### src/include/mfio_pkg.sv
package mfio_pkg;

    localparam int NUM_PINS = 7;
    localparam int ADC_BITS = 10;
    localparam int ADDR_W = 8;
    localparam int DATA_W = 32;

    // pin positions on the port
    localparam int PIN_A = 0;
    localparam int PIN_B = 1;
    localparam int PIN_C = 2;
    localparam int PIN_D = 3;
    localparam int PIN_E = 4;
    localparam int PIN_F = 5;
    localparam int PIN_G = 6;

    // register byte offsets
    localparam logic [7:0] OFS_LATCH_BASE = 8'h00;
    localparam logic [7:0] OFS_SET_INPUT = 8'h20;
    localparam logic [7:0] OFS_SET_OUTPUT = 8'h24;
    localparam logic [7:0] OFS_RESTORE = 8'h28;
    localparam logic [7:0] OFS_CONFIG = 8'h2C;
    localparam logic [7:0] OFS_LEVEL = 8'h30;
    localparam logic [7:0] OFS_MODE = 8'h34;
    localparam logic [7:0] OFS_LATCHES = 8'h38;
    localparam logic [7:0] OFS_ANALOG_BASE = 8'h40;
    localparam logic [7:0] SLOT_SPAN = 8'h1C;

    // field positions and reset values
    localparam int CFG_LIMIT_HIGH_BIT = 0;
    localparam logic [6:0] SPECIAL_CAPABLE = 7'h7C;
    localparam logic [6:0] RESET_SPECIAL = 7'h4C;
    localparam logic [6:0] RESET_LATCH = 7'h00;
    localparam logic RESET_LIMIT_HIGH = 1'b0;
    localparam logic LINK_IDLE_LEVEL = 1'b1;

    typedef enum logic [2:0] {
        MFIO_MODE_IN = 3'b001,
        MFIO_MODE_OUT = 3'b010,
        MFIO_MODE_SPECIAL = 3'b100
    } mfio_mode_t;

    // word slot inside a block of seven registers
    function automatic logic in_slot(input logic [7:0] addr,
                                     input logic [7:0] base);
        logic [7:0] rel;
        rel = addr - base;
        in_slot = (addr >= base) && (rel < SLOT_SPAN) &&
                  (addr[1:0] == 2'h0);
    endfunction

    function automatic logic [2:0] slot_index(input logic [7:0] addr,
                                              input logic [7:0] base);
        logic [7:0] rel;
        rel = addr - base;
        slot_index = rel[4:2];
    endfunction

endpackage

### src/include/mfio_level_if.sv
`timescale 1ns/1ps
interface mfio_level_if;
    logic [6:0] level;
    logic limit_high;
    logic right_hit;
    logic left_hit;

    modport sync (
        input limit_high,
        output level,
        output right_hit,
        output left_hit
    );

    modport core (
        output limit_high,
        input level,
        input right_hit,
        input left_hit
    );
endinterface

### src/rtl/mfio_port.sv
// Added by the designer: the plain strobed port and the placing of the registers.
`timescale 1ns/1ps
module mfio_port (
    input wire logic clk,
    input wire logic rst,
    input wire logic [7:0] addr,
    input wire logic [31:0] wdata,
    input wire logic wr_stb,
    input wire logic rd_stb,
    output logic [31:0] rdata,
    input wire logic [6:0] pin_in,
    output logic [6:0] pin_out,
    output logic [6:0] pin_oe,
    input wire logic [69:0] adc_result,
    input wire logic link_data_out,
    input wire logic link_data_oe,
    input wire logic link_clk_out,
    input wire logic link_clk_oe,
    input wire logic go_sync_out,
    input wire logic go_sync_oe,
    output logic link_data_in,
    output logic link_clk_in,
    output logic go_sync_in,
    output logic right_limit_active,
    output logic left_limit_active
);

    mfio_level_if lv ();

    mfio_pkg::mfio_mode_t mode_reg [7];
    mfio_pkg::mfio_mode_t mode_next [7];
    logic [6:0] latch_reg;
    logic [6:0] latch_next;
    logic limit_high_reg;
    logic [31:0] rdata_reg;
    logic [31:0] rdata_next;
    logic [6:0] pin_out_reg;
    logic [6:0] pin_out_next;
    logic [6:0] pin_oe_reg;
    logic [6:0] pin_oe_next;
    logic link_data_in_reg;
    logic link_clk_in_reg;
    logic go_sync_in_reg;
    logic right_limit_reg;
    logic left_limit_reg;

    // address decode
    logic hit_latch;
    logic hit_set_input;
    logic hit_set_output;
    logic hit_restore;
    logic hit_config;
    logic hit_level;
    logic hit_mode;
    logic hit_latches;
    logic hit_analog;
    logic [2:0] latch_idx;
    logic [2:0] analog_idx;
    logic wr_latch;
    logic wr_set_input;
    logic wr_set_output;
    logic wr_restore;
    logic wr_config;
    logic [6:0] input_mask;
    logic [6:0] output_mask;
    logic [6:0] restore_mask;
    logic [9:0] analog_sel;
    logic [20:0] mode_word;

    assign hit_latch = mfio_pkg::in_slot(addr, mfio_pkg::OFS_LATCH_BASE);
    assign hit_analog = mfio_pkg::in_slot(addr, mfio_pkg::OFS_ANALOG_BASE);
    assign latch_idx = mfio_pkg::slot_index(addr, mfio_pkg::OFS_LATCH_BASE);
    assign analog_idx =
        mfio_pkg::slot_index(addr, mfio_pkg::OFS_ANALOG_BASE);
    assign hit_set_input = (addr == mfio_pkg::OFS_SET_INPUT);
    assign hit_set_output = (addr == mfio_pkg::OFS_SET_OUTPUT);
    assign hit_restore = (addr == mfio_pkg::OFS_RESTORE);
    assign hit_config = (addr == mfio_pkg::OFS_CONFIG);
    assign hit_level = (addr == mfio_pkg::OFS_LEVEL);
    assign hit_mode = (addr == mfio_pkg::OFS_MODE);
    assign hit_latches = (addr == mfio_pkg::OFS_LATCHES);

    assign wr_latch = wr_stb && hit_latch;
    assign wr_set_input = wr_stb && hit_set_input;
    assign wr_set_output = wr_stb && hit_set_output;
    assign wr_restore = wr_stb && hit_restore;
    assign wr_config = wr_stb && hit_config;

    // any pin may take any general function at any moment
    assign input_mask = wr_set_input ? wdata[6:0] : 7'h00;
    assign output_mask = wr_set_output ? wdata[6:0] : 7'h00;
    // only C, D, E, F and G have a role to return to
    assign restore_mask = wr_restore ?
        (wdata[6:0] & mfio_pkg::SPECIAL_CAPABLE) : 7'h00;

    // conversion results of all seven pins, ten bits each
    assign analog_sel = adc_result[analog_idx * 10 +: 10];

    always_comb begin
        mode_word = 21'h000000;
        for (int i = 0; i < mfio_pkg::NUM_PINS; i++) begin
            mode_word[i * 3 +: 3] = mode_reg[i];
        end
    end

    assign lv.limit_high = limit_high_reg;

    mfio_pin_sync u_sync (
        .clk(clk),
        .rst(rst),
        .pin_in(pin_in),
        .lv(lv)
    );

    // latch update: bit zero of the written value only
    always_comb begin
        latch_next = latch_reg;
        if (wr_latch) begin
            latch_next[latch_idx] = wdata[0];
        end
    end

    // function selection per pin
    always_comb begin
        for (int i = 0; i < mfio_pkg::NUM_PINS; i++) begin
            mode_next[i] = mode_reg[i];
            if (input_mask[i]) begin
                mode_next[i] = mfio_pkg::MFIO_MODE_IN;
            end else if (output_mask[i]) begin
                mode_next[i] = mfio_pkg::MFIO_MODE_OUT;
            end else if (restore_mask[i]) begin
                mode_next[i] = mfio_pkg::MFIO_MODE_SPECIAL;
            end
        end
    end

    // pin drivers from function, latch and special roles
    always_comb begin
        pin_out_next = 7'h00;
        pin_oe_next = 7'h00;
        for (int i = 0; i < mfio_pkg::NUM_PINS; i++) begin
            case (mode_reg[i])
                mfio_pkg::MFIO_MODE_IN: begin
                    pin_out_next[i] = 1'b0;
                    pin_oe_next[i] = 1'b0;
                end
                mfio_pkg::MFIO_MODE_OUT: begin
                    pin_out_next[i] = latch_reg[i];
                    pin_oe_next[i] = 1'b1;
                end
                mfio_pkg::MFIO_MODE_SPECIAL: begin
                    if (i == mfio_pkg::PIN_E) begin
                        pin_out_next[i] = link_data_out;
                        pin_oe_next[i] = link_data_oe;
                    end else if (i == mfio_pkg::PIN_F) begin
                        pin_out_next[i] = link_clk_out;
                        pin_oe_next[i] = link_clk_oe;
                    end else if (i == mfio_pkg::PIN_G) begin
                        pin_out_next[i] = go_sync_out;
                        pin_oe_next[i] = go_sync_oe;
                    end else begin
                        pin_out_next[i] = 1'b0;
                        pin_oe_next[i] = 1'b0;
                    end
                end
                default: begin
                    pin_out_next[i] = 1'b0;
                    pin_oe_next[i] = 1'b0;
                end
            endcase
        end
    end

    // read answer, valid in the cycle after the strobe only
    always_comb begin
        rdata_next = 32'h00000000;
        if (rd_stb) begin
            if (hit_latch) begin
                rdata_next = {31'h00000000, latch_reg[latch_idx]};
            end else if (hit_analog) begin
                rdata_next = {22'h000000, analog_sel};
            end else if (hit_level) begin
                rdata_next = {25'h0000000, lv.level};
            end else if (hit_mode) begin
                rdata_next = {11'h000, mode_word};
            end else if (hit_latches) begin
                rdata_next = {25'h0000000, latch_reg};
            end else if (hit_config) begin
                rdata_next = {31'h00000000, limit_high_reg};
            end else begin
                rdata_next = 32'h00000000;
            end
        end
    end

    always_ff @(posedge clk) begin
        if (rst) begin
            for (int i = 0; i < mfio_pkg::NUM_PINS; i++) begin
                mode_reg[i] <= mfio_pkg::RESET_SPECIAL[i] ?
                    mfio_pkg::MFIO_MODE_SPECIAL :
                    mfio_pkg::MFIO_MODE_IN;
            end
        end else begin
            for (int i = 0; i < mfio_pkg::NUM_PINS; i++) begin
                mode_reg[i] <= mode_next[i];
            end
        end
    end

    always_ff @(posedge clk) begin
        if (rst) begin
            latch_reg <= mfio_pkg::RESET_LATCH;
            limit_high_reg <= mfio_pkg::RESET_LIMIT_HIGH;
        end else begin
            latch_reg <= latch_next;
            if (wr_config) begin
                limit_high_reg <= wdata[mfio_pkg::CFG_LIMIT_HIGH_BIT];
            end
        end
    end

    always_ff @(posedge clk) begin
        if (rst) begin
            pin_out_reg <= 7'h00;
            pin_oe_reg <= 7'h00;
            rdata_reg <= 32'h00000000;
        end else begin
            pin_out_reg <= pin_out_next;
            pin_oe_reg <= pin_oe_next;
            rdata_reg <= rdata_next;
        end
    end

    // role inputs follow the pin only while the pin holds its role
    always_ff @(posedge clk) begin
        if (rst) begin
            link_data_in_reg <= mfio_pkg::LINK_IDLE_LEVEL;
            link_clk_in_reg <= mfio_pkg::LINK_IDLE_LEVEL;
            go_sync_in_reg <= mfio_pkg::LINK_IDLE_LEVEL;
            right_limit_reg <= 1'b0;
            left_limit_reg <= 1'b0;
        end else begin
            link_data_in_reg <=
                (mode_reg[mfio_pkg::PIN_E] == mfio_pkg::MFIO_MODE_SPECIAL) ?
                lv.level[mfio_pkg::PIN_E] : mfio_pkg::LINK_IDLE_LEVEL;
            link_clk_in_reg <=
                (mode_reg[mfio_pkg::PIN_F] == mfio_pkg::MFIO_MODE_SPECIAL) ?
                lv.level[mfio_pkg::PIN_F] : mfio_pkg::LINK_IDLE_LEVEL;
            go_sync_in_reg <=
                (mode_reg[mfio_pkg::PIN_G] == mfio_pkg::MFIO_MODE_SPECIAL) ?
                lv.level[mfio_pkg::PIN_G] : mfio_pkg::LINK_IDLE_LEVEL;
            right_limit_reg <=
                (mode_reg[mfio_pkg::PIN_C] == mfio_pkg::MFIO_MODE_SPECIAL) &&
                lv.right_hit;
            left_limit_reg <=
                (mode_reg[mfio_pkg::PIN_D] == mfio_pkg::MFIO_MODE_SPECIAL) &&
                lv.left_hit;
        end
    end

    assign rdata = rdata_reg;
    assign pin_out = pin_out_reg;
    assign pin_oe = pin_oe_reg;
    assign link_data_in = link_data_in_reg;
    assign link_clk_in = link_clk_in_reg;
    assign go_sync_in = go_sync_in_reg;
    assign right_limit_active = right_limit_reg;
    assign left_limit_active = left_limit_reg;

endmodule

### src/rtl/mfio_pin_sync.sv
`timescale 1ns/1ps
module mfio_pin_sync (
    input wire logic clk,
    input wire logic rst,
    input wire logic [6:0] pin_in,
    mfio_level_if.sync lv
);

    logic [6:0] meta_reg;
    logic [6:0] level_reg;
    logic right_raw;
    logic left_raw;

    // idle level is high through the pad pull-up, low is active unless limit_high is set
    assign right_raw = lv.limit_high ? level_reg[mfio_pkg::PIN_C]
                                     : ~level_reg[mfio_pkg::PIN_C];
    assign left_raw = lv.limit_high ? level_reg[mfio_pkg::PIN_D]
                                    : ~level_reg[mfio_pkg::PIN_D];

    always_ff @(posedge clk) begin
        if (rst) begin
            meta_reg <= 7'h7F;
            level_reg <= 7'h7F;
        end else begin
            meta_reg <= pin_in;
            level_reg <= meta_reg;
        end
    end

    assign lv.level = level_reg;
    assign lv.right_hit = right_raw;
    assign lv.left_hit = left_raw;

endmodule

### config.mk
export PLATFORM = sky130hd
export DESIGN_NAME = mfio_port
export DESIGN_NICKNAME = d
export VERILOG_FILES = /design/src/include/mfio_pkg.sv /design/src/include/mfio_level_if.sv /design/src/rtl/mfio_port.sv /design/src/rtl/mfio_pin_sync.sv
export SDC_FILE = /design/constraint.sdc
export NUM_CORES = 1
export LEC_CHECK = 0
export CAP_MARGIN = 20
export CORE_MARGIN = 1
export CORE_UTILIZATION = 70
export CTS_BUF_LIST = sky130_fd_sc_hd__clkbuf_4
export CTS_CLUSTER_SIZE = 12
export DETAILED_ROUTE_END_ITERATION = 8
export DONT_BUFFER_PORTS = 1
export PLACE_DENSITY = 0.86
export SETUP_SLACK_MARGIN = 0.5
export SYNTH_ARGS = -nofsm -noshare
export SYNTH_HDL_FRONTEND = slang
export SYNTH_SLANG_ARGS = --single-unit
### constraint.sdc
create_clock -name clk -period 4.5 [get_ports clk]
set_clock_uncertainty 0.1 [all_clocks]
set_input_delay 0.675 -clock clk [delete_from_list [all_inputs] [get_ports clk]]
set_output_delay 0.675 -clock clk [all_outputs]
set_load 0.02 [all_outputs]
==> run metrics <==
status finished clean; Core Footprint 0.005075 sq mm; total congestion overflow 0; Final HPWL DP 5787 um; CTS tree built; critical path's slowest cell nor3b_1; Max-slew headroom 44.71%; Area after DPL 0.003628 sq mm; worst-path fanout max 7; Post-Syn Instances 379; number of port buffers 0; Synth-to-Final Area Change 2.582%; power per standard cell area 334.0 mW/mm^2; Clock transition at path regs 0.12 ns; die height 74.53 um; CP Data Required Time 4.77 ns; Slew Limit Fails 0; #FFs+latches synth 81; Worst R2R End link_clk_in; Synth Cell Area 0.003682 sq mm; Die W 74.53 um; Worst Hold Class primary input to register; Worst Path Arrival 2.41 ns; Residual DRC 0; Worst Hold Slack 0.1991 ns; Yosys cell types 50; Routed Antenna Nets 0; largest net degree at the start of global routing 58; clock latency at the later pin of the worst-skew pair 0.42 ns; initial antenna violation count 0; DP Worst Slack 1.958 ns; full die area 0.005555 sq mm; design area 0.003777 sq mm; R2R depth 2; Least-Margin Pin Slew 0.8276 ns; Post-Layout Cell Count 440; leakage power 1.322 nW; # H-tree levels 3; Hold Path Depth 1; Peak VDD IR 0.2380 mV; sum of negative setup slack 0 ns; average cell area after synthesis 9.716 sq um; CTS sink cnt 81; Hold EP latch_reg[1]; drt first pass iters 5; final setup fails 0; I/O pins 178; first-pass GRT wire length 12020 um; Post-synth EDFFs 0; via density per instance 6.586; worst r2r src mode_reg[0][17]; CTS Hold Bufs 0; Core Rows 26; min cycle time layout 2.148 ns; total track usage 29.45%; Routed WL per cell 18.17 um; via count 2898; vias in the first global route 2447; fraction of registers with async set/reset 0%; max reg flops 21; Post-CTS Setup Bufs 0; R2R Setup Slk 3.09 ns; Hold Startpoint rst; Worst Setup Start Kind primary input; final WL 7994 um; setup ws final 2.352 ns; Antenna Cells 0; critical setup path kind primary input to register; RSZ-0062 raised after global routing no; fmax 465.6 MHz; cell total after placement 426; GPL Wtd Cong 0.8840; CTS buffer count 9; CTS resizes 0; Final #Nets 494; YS warnings 0; Crit path largest cell delay 0.72 ns; Critical Path End Type register; CTS Root Buffer Type clkbuf_4; maximum capacitance violations 0; Tcrit/Tclk final 47.73%; clock buffer depth 2; post-synthesis sequential area ratio 44.04%; Synth Flop Type dfxtp_1; DR iter-0 viols 391; initial core utilization 72.56%; final hold violation count 0; share of cells above drive strength 1 14.32%; critical-path cell list nor3_1 > nand2_1 > nor3b_1 > and2_1 > a22o_1
## critical path: cells and delay by family
kind	cells	cell delay, ns
compound gates	1	0.14
simple gates	4	1.59
## power by group
group          switching (mW)  leakage [nW]  total (mW)  internal (mW)
Combinational          0.0347         0.587      0.0745         0.0398
Sequential            0.00647         0.657       0.732          0.725
Clock                   0.235        0.0783       0.456          0.220
Total                   0.276          1.32        1.26          0.985
## worst max path at each step
stage / from / to / cells after the start
global route: addr[1] / rdata[2] / 5
CTS: addr[1] / rdata[9] / 5
floorplan: addr[7] / mode_reg[0][0] / 6
global placement: addr[1] / rdata[2] / 5
finish: addr[1] / rdata[9] / 5
detailed placement: addr[1] / rdata[9] / 5
## metal layers
metal	share of wire [%]	global-route usage (%)
met5	0	0
met4	2.6	10.06
met3	11	12.74
met2	48	42.44
met1	39	39.57
## cell families (layout without fill, tap and decap cells)
logic type | count (synthesis) | in the layout | synth area share [%]
simple gates | 138 | 138 | 21.75
buf+inv | 37 | 18 | 5.369
xor+xnor | 2 | 2 | 0.4758
other cells | 1 | 11 | 0.1018
flops | 81 | 81 | 44.04
mux | 26 | 26 | 10.81
compound gates | 94 | 94 | 17.47
## stage by stage
stage / total power [mW] / util (%)
after global routing: 1.302 / 74.43
after detailed placement: 0.8215 / 71.50
after CTS: 1.265 / 74.43
final: 1.262 / 74.43
after global placement: 0.8203 / 71.50
after floorplan: 0.8415 / -
## cell usage after synthesis (4+ instances only)
master	count	area (sq um)
dfxtp_1	81	1622
a21oi_1	36	180.2
nand2_1	25	93.84
and2_1	20	125.1
nor2_1	20	75.07
or2_2	16	100.1
mux2i_1	15	150.1
o211ai_1	15	112.6
clkbuf_1	14	52.55
nor3_1	12	60.06
buf_4	11	82.58
mux4_2	11	247.7
nor2b_1	11	68.82
buf_2	8	40.04
nand2b_1	8	50.05
o21ai_0	8	40.04
a22oi_1	7	52.55
a211oi_1	5	37.54
a221o_1	4	40.04
nand4b_1	4	35.03
## cell usage in the layout (no fill, tap or decap), drive strengths merged, types with 4 or more instances in the layout
master,Yosys,routed
nand4b,4,4
a221o,4,4
inv,3,4
mux2i,15,15
nand2,25,25
or2,16,16
a21oi,36,36
and2,20,20
mux4,11,11
nor2,23,23
o211ai,15,15
clkbuf,14,9
conb,1,11
a211oi,6,6
a22oi,7,7
o21ai,8,8
nor3,13,13
dfxtp,81,81
nand2b,8,8
nor2b,11,11
## cell type report
type                       instances  area [sq um]
multi-input combinational        271          1901
sequential                        81          1622
fill                             390          1297
tap                               70         87.58
clock inverter                     5         81.33
clock buffer                       9         67.56
inverter                           3         11.26
timing repair buffer               1         7.507
Power figures use the tool's default switching activity.
